File: src/rtl/dsp_map.svh
`ifndef DSP_MAP_SVH
`define DSP_MAP_SVH
// ==========================================================
// Widths
`define DSP_ADDR_W      20
`define DSP_BANK_W      3
`define DSP_DATA_W      18
`define DSP_BANKS       8
`define DSP_FIFO_DEPTH  16
// ==========================================================
// Configuration word layout and reset value
`define DSP_CFG_RESET   20'h00000
`define DSP_BL_LO       0
`define DSP_BL_HI       1
`define DSP_BL_2        2'h0
`define DSP_BL_4        2'h1
`define DSP_BL_8        2'h2
// Burst times column span is always this many beats
`define DSP_SPAN        4'h8
`define DSP_COL_MAX     2'h2
// ==========================================================
// Timing
`define DSP_CLK_NS      5
`define DSP_TREF_NS     15
`define DSP_REF_CYC     ((`DSP_TREF_NS + `DSP_CLK_NS - 1) / `DSP_CLK_NS)
`define DSP_TQK_NS      80
`define DSP_QK_HALF     ((`DSP_TQK_NS / 2) / `DSP_CLK_NS)
`endif

File: src/rtl/dsp_pkg.sv
`include "dsp_map.svh"
package dsp_pkg;
    // ======================================================
    // Command as sampled at a command clock rising edge
    typedef struct packed {
        logic                    cs_n;
        logic                    we_n;
        logic                    ref_n;
        logic [`DSP_BANK_W-1:0]  bank;
        logic [`DSP_ADDR_W-1:0]  addr;
    } dsp_cmd_t;

    // One write beat: mask above data
    typedef struct packed {
        logic                    mask;
        logic [`DSP_DATA_W-1:0]  data;
    } dsp_beat_t;

    // Internal operation in progress
    typedef enum logic [3:0] {
        DSP_IDLE    = 4'h1,
        DSP_WRITE   = 4'h2,
        DSP_READ    = 4'h4,
        DSP_REFRESH = 4'h8
    } dsp_state_t;
endpackage

File: src/rtl/dsp_port.sv
`timescale 1ns/1ps
`include "dsp_map.svh"
module dsp_port (
    // Clock and reset
    input  wire logic                          mclk,
    input  wire logic                          reset_n,
    // Command pins
    input  wire logic                          command_clock,
    input  wire logic                          chip_select_n,
    input  wire logic                          write_cmd_n,
    input  wire logic                          refresh_cmd_n,
    input  wire logic [`DSP_BANK_W-1:0]        bank_select,
    input  wire logic [`DSP_ADDR_W-1:0]        address,
    // Write data pins
    input  wire logic                          write_data_clock,
    input  wire logic [`DSP_DATA_W-1:0]        write_data_in,
    input  wire logic                          write_data_mask,
    // Read data pins
    output logic [`DSP_DATA_W-1:0]             read_data_out,
    output logic                               read_data_clock,
    output logic                               read_valid_flag,
    // Core commit port and status
    output logic                               commit_valid,
    output logic [`DSP_BANK_W-1:0]             commit_bank,
    output logic [`DSP_ADDR_W-1:0]             commit_addr,
    output logic [`DSP_DATA_W-1:0]             commit_data,
    output logic [`DSP_ADDR_W-1:0]             config_word,
    output logic                               write_overrun,
    output logic                               busy
);
    import dsp_pkg::*;

    // ======================================================
    // Helpers
    // Beats per burst from the configuration field
    function automatic logic [3:0] beats_of(input logic [1:0] code);
        case (code)
            `DSP_BL_4: beats_of = 4'h4;
            `DSP_BL_8: beats_of = 4'h8;
            default:   beats_of = 4'h2;
        endcase
    endfunction

    // Column bits kept: log2 of the span of eight divided by the burst
    function automatic logic [1:0] col_bits(input logic [1:0] code);
        case (code)
            `DSP_BL_4: col_bits = 2'h1;
            `DSP_BL_8: col_bits = 2'h0;
            default:   col_bits = `DSP_COL_MAX;
        endcase
    endfunction

    // ======================================================
    // Input synchronisers
    localparam int BW = $bits(dsp_beat_t);

    dsp_cmd_t  cmd_s1;
    dsp_cmd_t  cmd_s2;
    dsp_beat_t beat_s1;
    dsp_beat_t beat_s2;
    logic      ck_s1;
    logic      ck_s2;
    logic      ck_d;
    logic      dk_s1;
    logic      dk_s2;
    logic      dk_d;

    // Every pin passes two flops; data and clocks share the delay
    always_ff @(posedge mclk or negedge reset_n) begin
        if (!reset_n) begin
            cmd_s1  <= '0;
            cmd_s2  <= '0;
            beat_s1 <= '0;
            beat_s2 <= '0;
            ck_s1   <= 1'b0;
            ck_s2   <= 1'b0;
            ck_d    <= 1'b0;
            dk_s1   <= 1'b0;
            dk_s2   <= 1'b0;
            dk_d    <= 1'b0;
        end else begin
            cmd_s1  <= {chip_select_n, write_cmd_n, refresh_cmd_n,
                        bank_select, address};
            cmd_s2  <= cmd_s1;
            beat_s1 <= {write_data_mask, write_data_in};
            beat_s2 <= beat_s1;
            ck_s1   <= command_clock;
            ck_s2   <= ck_s1;
            ck_d    <= ck_s2;
            dk_s1   <= write_data_clock;
            dk_s2   <= dk_s1;
            dk_d    <= dk_s2;
        end
    end

    logic ck_rise;
    logic dk_edge;
    assign ck_rise = ck_s2 && !ck_d;
    assign dk_edge = dk_s2 ^ dk_d;

    // ======================================================
    // Write beat buffer
    dsp_beat_t fifo_out;
    logic      fifo_in_ready;
    logic      fifo_out_valid;
    logic      fifo_out_ready;

    // Both edges push one word with its own mask
    dsp_fifo #(
        .WIDTH (BW),
        .DEPTH (`DSP_FIFO_DEPTH)
    ) u_fifo (
        .mclk      (mclk),
        .reset_n   (reset_n),
        .in_valid  (dk_edge),
        .in_ready  (fifo_in_ready),
        .in_data   (beat_s2),
        .out_valid (fifo_out_valid),
        .out_ready (fifo_out_ready),
        .out_data  (fifo_out)
    );

    // Pins cannot be stalled, so a beat lost to a full buffer is flagged
    always_ff @(posedge mclk or negedge reset_n) begin
        if (!reset_n) begin
            write_overrun <= 1'b0;
        end else if (dk_edge && !fifo_in_ready) begin
            write_overrun <= 1'b1;
        end
    end

    // ======================================================
    // Command decode and operation control
    dsp_state_t                state;
    logic [3:0]                beat_cnt;
    logic [3:0]                beats;
    logic [`DSP_BANK_W-1:0]    op_bank;
    logic [`DSP_ADDR_W-1:0]    op_addr;
    logic                      take;
    logic                      qk_tick;
    logic [`DSP_DATA_W-1:0]    bank_word [`DSP_BANKS];

    // New commands only in idle; chip select gates the decoder
    assign take = ck_rise && !cmd_s2.cs_n && (state == DSP_IDLE);
    assign beats = beats_of(config_word[`DSP_BL_HI:`DSP_BL_LO]);
    assign fifo_out_ready = (state == DSP_WRITE);

    // Column mask keeps the low col_bits bits of address bits 1:0 and clears the rest of them
    function automatic logic [`DSP_ADDR_W-1:0] col_mask(
        input logic [`DSP_ADDR_W-1:0] a, input logic [1:0] code);
        logic [`DSP_ADDR_W-1:0] m;
        m = '1;
        m[1:0] = 2'h0;
        case (col_bits(code))
            2'h2:    m[1:0] = 2'h3;
            2'h1:    m[0]   = 1'b1;
            default: m[1:0] = 2'h0;
        endcase
        col_mask = a & m;
    endfunction

    // State sequence; chip select plays no part once running
    always_ff @(posedge mclk or negedge reset_n) begin
        if (!reset_n) begin
            state    <= DSP_IDLE;
            beat_cnt <= 4'h0;
            op_bank  <= '0;
            op_addr  <= '0;
        end else begin
            case (state)
                DSP_IDLE: begin
                    beat_cnt <= 4'h0;
                    if (take) begin
                        op_bank <= cmd_s2.bank;
                        op_addr <= col_mask(cmd_s2.addr,
                            config_word[`DSP_BL_HI:`DSP_BL_LO]);
                        if (!cmd_s2.we_n && !cmd_s2.ref_n) begin
                            state <= DSP_IDLE;
                        end else if (!cmd_s2.we_n) begin
                            state <= DSP_WRITE;
                        end else if (!cmd_s2.ref_n) begin
                            state <= DSP_REFRESH;
                        end else begin
                            state <= DSP_READ;
                        end
                    end
                end
                DSP_WRITE: begin
                    if (fifo_out_valid) begin
                        beat_cnt <= beat_cnt + 4'h1;
                        if (beat_cnt == beats - 4'h1) begin
                            state <= DSP_IDLE;
                        end
                    end
                end
                DSP_READ: begin
                    if (qk_tick) begin
                        beat_cnt <= beat_cnt + 4'h1;
                        if (beat_cnt == beats - 4'h1) begin
                            state <= DSP_IDLE;
                        end
                    end
                end
                DSP_REFRESH: begin
                    beat_cnt <= beat_cnt + 4'h1;
                    if (beat_cnt == 4'(`DSP_REF_CYC - 1)) begin
                        state <= DSP_IDLE;
                    end
                end
                default: state <= DSP_IDLE;
            endcase
        end
    end

    // Configuration load takes the whole address bus
    always_ff @(posedge mclk or negedge reset_n) begin
        if (!reset_n) begin
            config_word <= `DSP_CFG_RESET;
        end else if (take && !cmd_s2.we_n && !cmd_s2.ref_n) begin
            config_word <= cmd_s2.addr;
        end
    end

    // Busy shows an operation in progress
    always_ff @(posedge mclk or negedge reset_n) begin
        if (!reset_n) begin
            busy <= 1'b0;
        end else begin
            busy <= (state != DSP_IDLE);
        end
    end

    // ======================================================
    // Write commit
    // Masked beats still advance the burst but change nothing
    always_ff @(posedge mclk or negedge reset_n) begin
        if (!reset_n) begin
            commit_valid <= 1'b0;
            commit_bank  <= '0;
            commit_addr  <= '0;
            commit_data  <= '0;
            for (int i = 0; i < `DSP_BANKS; i++) begin
                bank_word[i] <= '0;
            end
        end else begin
            commit_valid <= 1'b0;
            if (state == DSP_WRITE && fifo_out_valid &&
                !fifo_out.mask) begin
                commit_valid       <= 1'b1;
                commit_bank        <= op_bank;
                commit_addr        <= op_addr | `DSP_ADDR_W'(beat_cnt);
                commit_data        <= fifo_out.data;
                bank_word[op_bank] <= fifo_out.data;
            end
        end
    end

    // ======================================================
    // Read clock divider and read beats
    logic [3:0] qk_cnt;
    assign qk_tick = (qk_cnt == 4'(`DSP_QK_HALF - 1));

    // Free-running read clock toggles every half period
    always_ff @(posedge mclk or negedge reset_n) begin
        if (!reset_n) begin
            qk_cnt          <= 4'h0;
            read_data_clock <= 1'b0;
        end else if (qk_tick) begin
            qk_cnt          <= 4'h0;
            read_data_clock <= !read_data_clock;
        end else begin
            qk_cnt <= qk_cnt + 4'h1;
        end
    end

    // Data and valid change on the same cycle as the clock edge
    always_ff @(posedge mclk or negedge reset_n) begin
        if (!reset_n) begin
            read_data_out   <= '0;
            read_valid_flag <= 1'b0;
        end else if (qk_tick) begin
            if (state == DSP_READ) begin
                read_data_out   <= bank_word[op_bank];
                read_valid_flag <= 1'b1;
            end else begin
                read_valid_flag <= 1'b0;
            end
        end
    end
endmodule

File: src/rtl/dsp_fifo.sv
`timescale 1ns/1ps
// ==========================================================
// Write beat buffer with registered read data
module dsp_fifo #(
    parameter int WIDTH = 19,
    parameter int DEPTH = 16
) (
    // Clock and reset
    input  wire logic             mclk,
    input  wire logic             reset_n,
    // Fill side
    input  wire logic             in_valid,
    output logic                  in_ready,
    input  wire logic [WIDTH-1:0] in_data,
    // Drain side
    output logic                  out_valid,
    input  wire logic             out_ready,
    output logic [WIDTH-1:0]      out_data
);
    localparam int AW = $clog2(DEPTH);

    logic [WIDTH-1:0] mem [DEPTH];
    logic [AW-1:0]    wr_ptr;
    logic [AW-1:0]    rd_ptr;
    logic [AW:0]      count;
    logic             push;
    logic             pop;

    // Output register counts as one of the DEPTH words, so no more
    // than DEPTH words are ever held in total
    assign in_ready = ((count + {{AW{1'b0}}, out_valid}) != DEPTH[AW:0]);
    assign push     = in_valid && in_ready;
    assign pop      = (count != '0) && (!out_valid || out_ready);

    // Storage array
    always_ff @(posedge mclk) begin
        if (push) begin
            mem[wr_ptr] <= in_data;
        end
    end

    // Pointers and occupancy
    always_ff @(posedge mclk or negedge reset_n) begin
        if (!reset_n) begin
            wr_ptr <= '0;
            rd_ptr <= '0;
            count  <= '0;
        end else begin
            if (push) begin
                wr_ptr <= wr_ptr + 1'b1;
            end
            if (pop) begin
                rd_ptr <= rd_ptr + 1'b1;
            end
            if (push && !pop) begin
                count <= count + 1'b1;
            end else if (pop && !push) begin
                count <= count - 1'b1;
            end
        end
    end

    // Output register keeps read data off the array's mux path
    always_ff @(posedge mclk or negedge reset_n) begin
        if (!reset_n) begin
            out_valid <= 1'b0;
            out_data  <= '0;
        end else if (pop) begin
            out_valid <= 1'b1;
            out_data  <= mem[rd_ptr];
        end else if (out_ready) begin
            out_valid <= 1'b0;
        end
    end
endmodule

File: config.mk
export PLATFORM = sky130hd
export DESIGN_NAME = dsp_port
export DESIGN_NICKNAME = d
export VERILOG_FILES = /design/src/rtl/dsp_pkg.sv /design/src/rtl/dsp_port.sv /design/src/rtl/dsp_fifo.sv
export VERILOG_INCLUDE_DIRS = /design/src /design/src/rtl
export SDC_FILE = /design/constraint.sdc
export NUM_CORES = 1
export LEC_CHECK = 0
export ABC_AREA = 1
export ABC_CLOCK_PERIOD_IN_PS = 10000
export BUFFER_PORTS_ARGS = -buffer_cell sky130_fd_sc_hd__clkbuf_2
export CAP_MARGIN = 20
export CORE_UTILIZATION = 55
export CTS_BUF_LIST = sky130_fd_sc_hd__clkbuf_4
export DETAILED_ROUTE_END_ITERATION = 12
export PLACE_DENSITY = 0.73
export SLEW_MARGIN = 25
export SYNTH_ARGS = -nofsm -noshare
export SYNTH_HDL_FRONTEND = slang
export SYNTH_HIERARCHICAL = 1
export SYNTH_SLANG_ARGS = --single-unit
File: constraint.sdc
create_clock -name mclk -period 10 [get_ports mclk]
set_clock_uncertainty 0.1 [all_clocks]
set_input_delay 0.5 -clock mclk [delete_from_list [all_inputs] [get_ports mclk]]
set_output_delay 0.5 -clock mclk [all_outputs]
set_load 0.05 [all_outputs]
After elaboration in Yosys (flattened, before gate mapping)
Memory sizes are Yosys's and may differ from the RTL's. A register that Yosys moved wholly into a read port is not among the register bits.
Index checks and enable logic that the tools add are counted.
{"block": "classes", "addsub": 8, "n_lt_le_gt_ge": 2, "eq_ne": 17, "muxes": 37, "n_bitwise": 4, "reduce_logical": 35}
{"cell": "144-bit bitwise mux", "n": 1}
{"cell": "18-bit binary-select mux with 3-bit select", "n": 1}
{"cell": "18-bit demux with 3-bit select", "n": 1}
{"cell": "18-bit two-way mux", "n": 3}
{"cell": "4-bit two-way mux", "n": 11}
{"cell": "4-bit case mux with 4 select lines", "n": 2}
{"cell": "20-bit bitwise AND", "n": 1}
{"cell": "20-bit by 4-bit bitwise OR with 20-bit output", "n": 1}
{"cell": "4-bit by 1-bit adder with 4-bit output, second input constant", "n": 4}
{"cell": "1-bit logical AND", "n": 14}
{"cell": "1-bit two-way mux", "n": 12}
{"cell": "1-bit zero test", "n": 11}
{"cell": "5-bit two-way mux", "n": 2}
{"cell": "4-bit by 2-bit equality test with 1-bit output, second input constant", "n": 2}
{"cell": "4-bit by 3-bit equality test with 1-bit output, second input constant", "n": 2}
{"cell": "4-bit case mux with 2 select lines", "n": 1}
{"cell": "2-bit != test, second input constant", "n": 3}
{"cell": "5-bit by 1-bit adder with 5-bit output", "n": 1}
{"cell": "5-bit by 1-bit adder with 5-bit output, second input constant", "n": 1}
{"cell": "5-bit != test, second input constant", "n": 1}
{"cell": "5-bit nonzero test", "n": 1}
{"cell": "5-bit by 1-bit subtractor with 5-bit output, second input constant", "n": 1}
{"cell": "2-bit by 1-bit equality test with 1-bit output, second input constant", "n": 2}
{"cell": "2-bit equality test, second input constant", "n": 2}
{"cell": "19 further kinds", "n": 22}
{"block": "word_totals", "reg_bits": 373, "ramBits": 304, "in_bits": 49, "out_inout_bits": 84, "n_memories": 1}
{"memory": "u_fifo.mem", "words": 16, "word_bits": 19, "read_ports": 1, "rd_clocked_by_memory_dff": 1, "wr": 1, "line": "dsp_fifo.sv:22", "text": "logic [WIDTH-1:0] mem [DEPTH];"}

Longest topological paths before layout
Gate-level depths: netlist of run 1.
{"block": "logic_depth", "word_depth": 12, "mapped_depth": 17, "depth_no_buf": 17}

Cells and area by module
Netlist of run 1, hierarchy kept.
{"module": "dsp_fifo", "instances": 1, "cells_per_inst": 1429, "area_each_um2": 14665.3, "seq_area_each_um2": 9954.5}
{"module": "dsp_port", "instances": 1, "cells_per_inst": 1353, "area_each_um2": 14019.7, "seq_area_each_um2": 8984.9}

Least setup slack after synthesis of run 1
Ideal clock, no wire load.
{"block": "synth_timing", "path_kind": "register -> register", "from": "register u_fifo.count[0]", "to": "memory u_fifo.mem[10][0] (enable)", "setup_time_ns": 0.419, "t_arrival_ns": 2.747, "setup_slack_ns": 6.734, "path_stages_with_launch": 10, "n_path_buf": 1, "synth_period_minus_slack_ns": 3.266, "cell_sequence": "dfrtp_1 > ha_1 > ha_1 > nor2_1 > o21ai_0 > nor2_1 > nand4_1 > nand2_1 > buf_2 > nor3_1"}
{"block": "synth_via", "elab_chain_len": 5}
{"item": "start: declaration", "line": "dsp_fifo.sv:25", "text": "logic [AW:0] count;"}
{"item": "start signal: assignment", "line": "dsp_fifo.sv:56", "text": "count <= count + 1'b1;"}
{"item": "start signal: assignment", "line": "dsp_fifo.sv:58", "text": "count <= count - 1'b1;"}
{"item": "5-bit by 1-bit adder with 5-bit output", "line": "dsp_fifo.sv:31", "text": "assign in_ready = ((count + {{AW{1'b0}}, out_valid}) != DEPTH[AW:0]);"}
{"item": "5-bit != test", "line": "dsp_fifo.sv:31"}
{"item": "net fifo_in_ready", "line": "dsp_port.sv:104", "text": "logic fifo_in_ready;"}
{"item": "1-bit logical AND", "line": "dsp_fifo.sv:32", "text": "assign push = in_valid && in_ready;"}
{"item": "1-bit two-way mux", "line": "dsp_fifo.sv:37", "text": "if (push) begin"}
{"item": "1-bit two-way mux (implied by the code)", "line": "dsp_fifo.sv:38", "text": "mem[wr_ptr] <= in_data;"}
{"item": "end: declaration", "line": "dsp_fifo.sv:22"}
The timed path passes the listed nets, and every way through them passes these cells.

Final worst setup path of run 1
{"block": "layout_timing", "from": "register u_fifo.count[0]", "to": "register u_fifo.count[4]"}
{"block": "layout_via", "elab_chain_len": 6, "word_cells_on_any_way": 14, "cone_classes": "3 x add/sub; 1 x eq/ne; 2 x mux; 8 x reduce/logical"}
{"item": "5-bit by 1-bit adder with 5-bit output (*)", "line": "dsp_fifo.sv:31"}
{"item": "5-bit != test (*)", "line": "dsp_fifo.sv:31"}
{"item": "net fifo_in_ready", "line": "dsp_port.sv:104"}
{"item": "1-bit logical AND (*)", "line": "dsp_fifo.sv:32"}
{"item": "net u_fifo.push", "line": "dsp_fifo.sv:26", "text": "logic push;"}
{"item": "1-bit zero test", "line": "dsp_fifo.sv:57", "text": "end else if (pop && !push) begin"}
{"item": "1-bit logical AND", "line": "dsp_fifo.sv:57"}
{"item": "2-bit nonzero test (no line)"}
Mark *: on every way through the listed nets, which the timed path passes. The rest lies on a longest branch. The select of a mux whose other input is x is not followed.
A chain may end at the register's enable or synchronous reset.

==> flow_metrics.tcl, run 1 <==
set metrics [dict create \
    syn_inst 2782 \
    cts_buffers 173 \
    slew_viol_final 0 \
    synth_edf_count 304 \
    start_util_pct 55.8 \
    fin_hold_ws_ps 20.7 \
    first_global_vias 20356 \
    startpoint_type "flip-flop" \
    r2r_cells 17 \
    worstHoldPathType "in2async" \
    cts_buffer_depth 3 \
    critPathCaptureType "flip-flop" \
    ys_ff_latch 696 \
    layout-drive-gt1-share_pct 18.1 \
    setup_viol 0 \
    yosys-top-cells-area "dfrtp_1 (34%), edfxtp_1 (32%), nand2_1 (10%)" \
    synthFlopType "dfrtp_1" \
    required_ps 10840 \
    worstPathCellList "ha_1, ha_1, nor2_1, o21ai_0, nor2_1, nand4_1, nand2_1, inv_1, ha_1, inv_1, ha_1, a21oi_1, nor2_1, nor2_1, xor2_1, nand2_1, nand2_1" \
    ant_nets 0 \
    grtUsageTotal_pct 25.0 \
    max_stage_delay_ps 770 \
    timing.rr.end "u_fifo/count[4]" \
    io_pins 133 \
    cap_viol_max_count 0 \
    tritoncts "yes" \
    pre_cts_ws_ps 6120 \
    dieWidth_microns 230 \
    routed_wirelength_mm 64.3 \
    ys_warn_count 6 \
    dpl.hpwl_mm 36.4 \
    switching_share_pct 39.6 \
    tns_ps 0 \
    synth_cell_types 40 \
    drtPass1Iterations 5 \
    critPathArrivalTime_ps 4820 \
    power_density_nw_per_um2 297 \
    internal-power_w 0.00587 \
    grt_pass1_wl_mm 104 \
    syn_area_sq_um 28700 \
    io_buffers 132 \
    seqPwrFrac_pct 41.3 \
    synth_top_cell_by_area "dfrtp_1" \
    core-area_sq_um 51400 \
    fill_cells 4075 \
    postPlaceCellArea_sq_um 29600 \
    die_h_microns 230 \
    vdd_drop_max_uv 152 \
    rsz0062_at_grt "false" \
    placed_cells 3486 \
    fin_area_sq_um 32700 \
    cp_top_family "simple AND/OR/NAND/NOR gates" \
    htree_num_levels 4 \
    relSlewSlack_pct 30.8 \
    timing.final.crit_share_pct 39.8 \
    async_flop_share_pct 56.3 \
    antenna_found_initial 2 \
    synthDominantCellAreaShare_pct 34.1 \
    max_freq_mhz 251 \
    post-cts-setup-buffer-count 0 \
    clockPowerShare_pct 25.4 \
    final.setup.worst_slack_ps 6020 \
    synth_seq_area_share_pct 66.0 \
    hold_viol 0 \
    grt.overflow.total 0 \
    final_nets 3118 \
    cts_hold_buffers 70 \
    vias_per_cell 5.22 \
    status "complete, no violations" \
    syn_area_per_cell_sq_um 10.3 \
    leakage_nw 15.3 \
    power_frac_comb_pct 33.3 \
    dieArea_sq_um 53100 \
    cpMaxStageDelayCell "nand2_1" \
    crit_buf_inv 2 \
    tightest_slew_ps 1040 \
    clk_latency_ps 1020 \
    clock_sinks 696 \
    synthToLayoutAreaGrowth_pct 13.9 \
    rr_startpoint "u_fifo/count[0]" \
    path_class "reg2reg" \
    drtIter0Drc 1842 \
    cp_max_fo 22 \
    clk_pin_slew_ps 70 \
    syn-num-nets 2849 \
    wire_per_inst_microns 16.6 \
    route.detailed.drc 0 \
    fin_crit_ps 3980 \
    rrSetupSlack_ps 6020 \
    vias 20195 \
    rows 83 \
    cts_resized 0 \
    gp_congestion 0.827 \
    p_sw_w 0.00385 \
    root_buffer "clkbuf_4" \
    final_cells 3869 \
    grt_max_degree 110 \
]
-- cell families after synthesis --
family	Yosys count	share of synthesized area [%]
flip-flops	696	66.0
adder cells (fa/ha/maj)	18	0.811
AND/OR/NAND/NOR	1302	19.3
buffers and inverters	450	7.23
XOR/XNOR	12	0.366
AO/OA/AOI/OAI	304	6.22
-- layout by cell type, fill, tap and decap left out, types with 4 or more instances in the layout --
cell and instances:
a21oi_1 8, nand3_1 280, o211ai_1 36, dlygate4sd3_1 70, nor3_2 16, inv_1 304
buf_4 26, nand2_4 9, ha_1 17, nand2_2 8, edfxtp_1 304, dfrtp_1 388
nand2_1 795, inv_2 8, clkinv_1 31, nor2_1 138, o21ai_1 122, bufinv_16 6
xor2_1 9, clkbuf_4 264, o21ai_2 44, clkbuf_2 131, or2_2 37, diode_2 7
o21ai_0 90, nor2_2 4, nor2_4 4
-- worst register-to-register path, stage by stage (launching register included) --
cell     delay, ps
dfrtp_1        470
ha_1           280
ha_1           290
nor2_1          80
o21ai_0         80
nor2_1         120
nand4_1        180
nand2_1        770
inv_1          200
ha_1           290
inv_1          160
ha_1           300
a21oi_1        180
nor2_1          60
nor2_1         110
xor2_1         150
nand2_1         60
nand2_1         60
-- synth_stat cells, types with 4 or more instances --
master      n
nand2_1   795
dfrtp_1   391
inv_1     305
edfxtp_1  304
nand3_1   280
nor2_1    138
o21ai_1   122
o21ai_0    90
buf_2      54
o21ai_2    44
buf_6      37
or2_2      37
o211ai_1   36
clkbuf_1   32
nor3_1     19
ha_1       17
nand2_4     9
xor2_1      9
a21oi_1     8
buf_4       8
nand2_2     8
buf_1       5
inv_2       5
nor2_2      4
nor2_4      4
-- per-layer routing --
metal  GRT usage, %  vias to the layer above  routed length, microns
li1               -                     9648                       -
met1           33.2                     9784                   27400
met2           41.0                      653                   31400
met3           4.94                      110                    4230
met4           9.64                        0                    1330
met5              0                        -                       0
-- cell type report --
class / count / area, sq um / area share [%]
inverters: 313 / 1190 / 3.63
clock buffers: 264 / 1980 / 6.07
flip-flops and latches: 696 / 18900 / 58.0
well taps: 680 / 851 / 2.60
diodes: 7 / 17.5 / 0.0536
clock inverters: 42 / 327 / 1.00
multi-input cells: 1636 / 7760 / 23.7
repair buffers: 231 / 1600 / 4.91
-- per-stage QoR --
step / util [%] / power (W)
finish: 63.6 / 0.00972
global placement: 57.6 / 0.00714
detailed placement: 57.7 / 0.00725
global route: 63.5 / 0.0103
floorplan: - / 0.00640
CTS: 63.5 / 0.00976
-- sequential cells by signal, indices dropped and copies added, names as in the netlist, 3 cells and up --
register         cells
op_addr             20
u_fifo/wr_ptr        4
read_data_out       18
qk_cnt               4
beat_s2             19
config_word         20
beat_cnt             4
state                4
commit_bank          3
u_fifo/rd_ptr        4
u_fifo/out_data     19
u_fifo/mem         304
u_fifo/count         5
cmd_s2              26
commit_data         18
op_bank              3
bank_word          144
cmd_s1              26
commit_addr         20
beat_s1             19
-- worst max-delay path by stage --
stage	from	endpoint	slack [ps]	cells past startpoint
2_1_floorplan	u_fifo/count[0]	u_fifo/mem[10][0]	6730	9
3_3_place_gp	state[0]	config_word[15]	6210	5
3_5_place_dp	u_fifo/count[0]	u_fifo/count[4]	6120	17
4_1_cts	u_fifo/count[0]	u_fifo/count[4]	6000	17
5_1_grt	u_fifo/count[0]	u_fifo/count[4]	5760	17
6_report	u_fifo/count[0]	u_fifo/count[4]	6020	17
-- power by group through the flow --
stage          clock (W)  sequential, W  combinational (W)
4_1_cts          0.00252        0.00401            0.00323
5_1_grt          0.00268        0.00408            0.00357
2_1_floorplan          0        0.00438            0.00202
3_5_place_dp           0        0.00406            0.00319
6_report         0.00247        0.00401            0.00324
3_3_place_gp           0        0.00403            0.00311
Note: power is estimated with default switching activity, not from simulation.
==> run 2: changes to the inputs <==
--- a/config.mk
+++ b/config.mk
@@ -7,7 +7,7 @@
 export NUM_CORES = 1
 export LEC_CHECK = 0
 export ABC_AREA = 1
-export ABC_CLOCK_PERIOD_IN_PS = 10000
+export ABC_CLOCK_PERIOD_IN_PS = 3900
 export BUFFER_PORTS_ARGS = -buffer_cell sky130_fd_sc_hd__clkbuf_2
 export CAP_MARGIN = 20
 export CORE_UTILIZATION = 55
==> constraint.sdc (replaced) <==
create_clock -name mclk -period 3.9 [get_ports mclk]
set_clock_uncertainty 0.1 [all_clocks]
set_input_delay 0.195 -clock mclk [delete_from_list [all_inputs] [get_ports mclk]]
set_output_delay 0.195 -clock mclk [all_outputs]
set_load 0.05 [all_outputs]
==> flow_metrics.tcl, run 2 (synthesis results as in run 1) <==
set metrics [dict create \
    io_buffers 132 \
    path_class "reg2reg" \
    critPathArrivalTime_ps 3820 \
    max_stage_delay_ps 450 \
    layout_commonest_cell "nand2_1" \
    grt.overflow.total 0 \
    top_regs "u_fifo/mem (304), bank_word (144)" \
    hold_viol 0 \
    timing.final.crit_share_pct 77.0 \
    drtIter0Drc 1770 \
    cap_viol_max_count 0 \
    status "complete, no violations" \
    antenna_found_initial 3 \
    final_nets 3158 \
    worstHoldPathType "reg2reg" \
    regMostFlops "u_fifo/mem" \
    max_freq_mhz 333 \
    dieArea_sq_um 53100 \
    htree_num_levels 4 \
    dpl.hpwl_mm 38.3 \
    vias 20499 \
    power_density_nw_per_um2 757 \
    start_util_pct 55.8 \
    wire_per_inst_microns 16.8 \
    tightest_slew_ps 911 \
    cpMaxStageDelayCell "dfrtp_1" \
    startpoint_type "flip-flop" \
    critPathCaptureType "flip-flop" \
    leakage_nw 15.5 \
    clk_latency_ps 1010 \
    cp_max_fo 5 \
    ant_nets 0 \
    tns_ps 0 \
    required_ps 4720 \
    gp_congestion 0.826 \
    crit_buf_inv 2 \
    grtUsageTotal_pct 25.6 \
    rr_startpoint "u_fifo/count[0]" \
    relSlewSlack_pct 39.1 \
    vias_per_cell 5.25 \
    cts_buffer_depth 3 \
    cp_top_family "adder cells" \
    final_cells 3904 \
    largest_register_ffs 304 \
    fin_crit_ps 3000 \
    rows 83 \
    drtPass1Iterations 5 \
    dieWidth_microns 230 \
    die_h_microns 230 \
    core-area_sq_um 51400 \
    min_from "cmd_s1[16]" \
    startpoint "u_fifo/count[0]" \
    layout-drive-gt1-share_pct 18.6 \
    root_buffer "clkbuf_4" \
    grt_max_degree 130 \
    placed_cells 3497 \
    worstPathCellList "ha_1, ha_1, nor2_1, o21ai_0, nor2_1, nand4_1, nand2_1, inv_1, ha_1, inv_1, ha_1, a21oi_1, nor2_1, nor2_1, xor2_1, nand2_1, nand2_1" \
    synthToLayoutAreaGrowth_pct 15.4 \
    tritoncts "yes" \
    first_global_vias 20397 \
    io_pins 133 \
    grt_pass1_wl_mm 106 \
    routed_wirelength_mm 65.4 \
    setup_viol 0 \
    slew_viol_final 0 \
    clock_sinks 696 \
    most-common-layout-cells "nand2_1 (795), dfrtp_1 (388), inv_1 (305), edfxtp_1 (304), nand3_1 (280)" \
    route.detailed.drc 0 \
    clk_pin_slew_ps 70 \
    vdd_drop_max_uv 415 \
    cts_buffers 175 \
    rsz0062_at_grt "false" \
]
## run 2: changes by cell type in the layout (fill, tap and decap cells not counted), moves of 2 or more
cell           delta
diode_2           +2
clkinv_1         -17
bufinv_16         -2
clkbuf_4         +12
buf_12            +9
buf_4             +5
buf_6             -2
dlygate4sd3_1    +26
## run 2: final timing paths
| kind | endpoint | slack, ps | cells past startpoint |
|---|---|---|---|
| min reg2reg | cmd_s2[16] | 220 | 0 |
| max in group asynchronous | cmd_s1[10] | 2830 | 4 |
| min | cmd_s2[16] | 220 | 0 |
| max | u_fifo/count[4] | 900 | 17 |
| max reg2reg | u_fifo/count[4] | 900 | 17 |
| min in group asynchronous | state[0] | 290 | 3 |
## run 2: per-layer routing
layer,share of wire (%),vias up,track usage (%)
li1,-,9752,-
met1,42,9869,34.3
met2,48,758,40.2
met3,7.0,120,5.19
met4,2.8,0,12.5
met5,0,-,0
## run 2: what timing repair did
action                                 in CTS  in global routing
hold buffers                               97                  0
endpoints found under the hold margin     439                  0
gates resized for setup                     0                  0
setup buffers                               0                  0
## run 2: layout make-up
class,count,area [sq um]
antenna,9,22.5
inverter,313,1180
clock inverter,25,211
fill,4000,18300
tap,680,851
timing repair buffer,269,2070
multi-input combinational,1636,7760
sequential,696,18900
clock buffer,276,2070
## run 2: power by group
| part | switching [W] | internal (W) |
|---|---|---|
| Combinational | 0.00613 | 0.00247 |
| Sequential | 0.000927 | 0.00926 |
| Clock | 0.00284 | 0.00344 |
| Total | 0.00989 | 0.0152 |
## run 2: stage by stage
stage,total power [W],instance area [sq um],hold slack [ps],utilization [%],setup slack (ps)
2_1_floorplan,0.0164,28700,-201,-,634
3_3_place_gp,0.0185,29800,197,58.0,896
3_5_place_dp,0.0187,29800,205,58.0,929
4_1_cts,0.0252,33100,142,64.4,897
5_1_grt,0.0266,33100,168,64.4,530
6_report,0.0251,33100,224,64.4,899
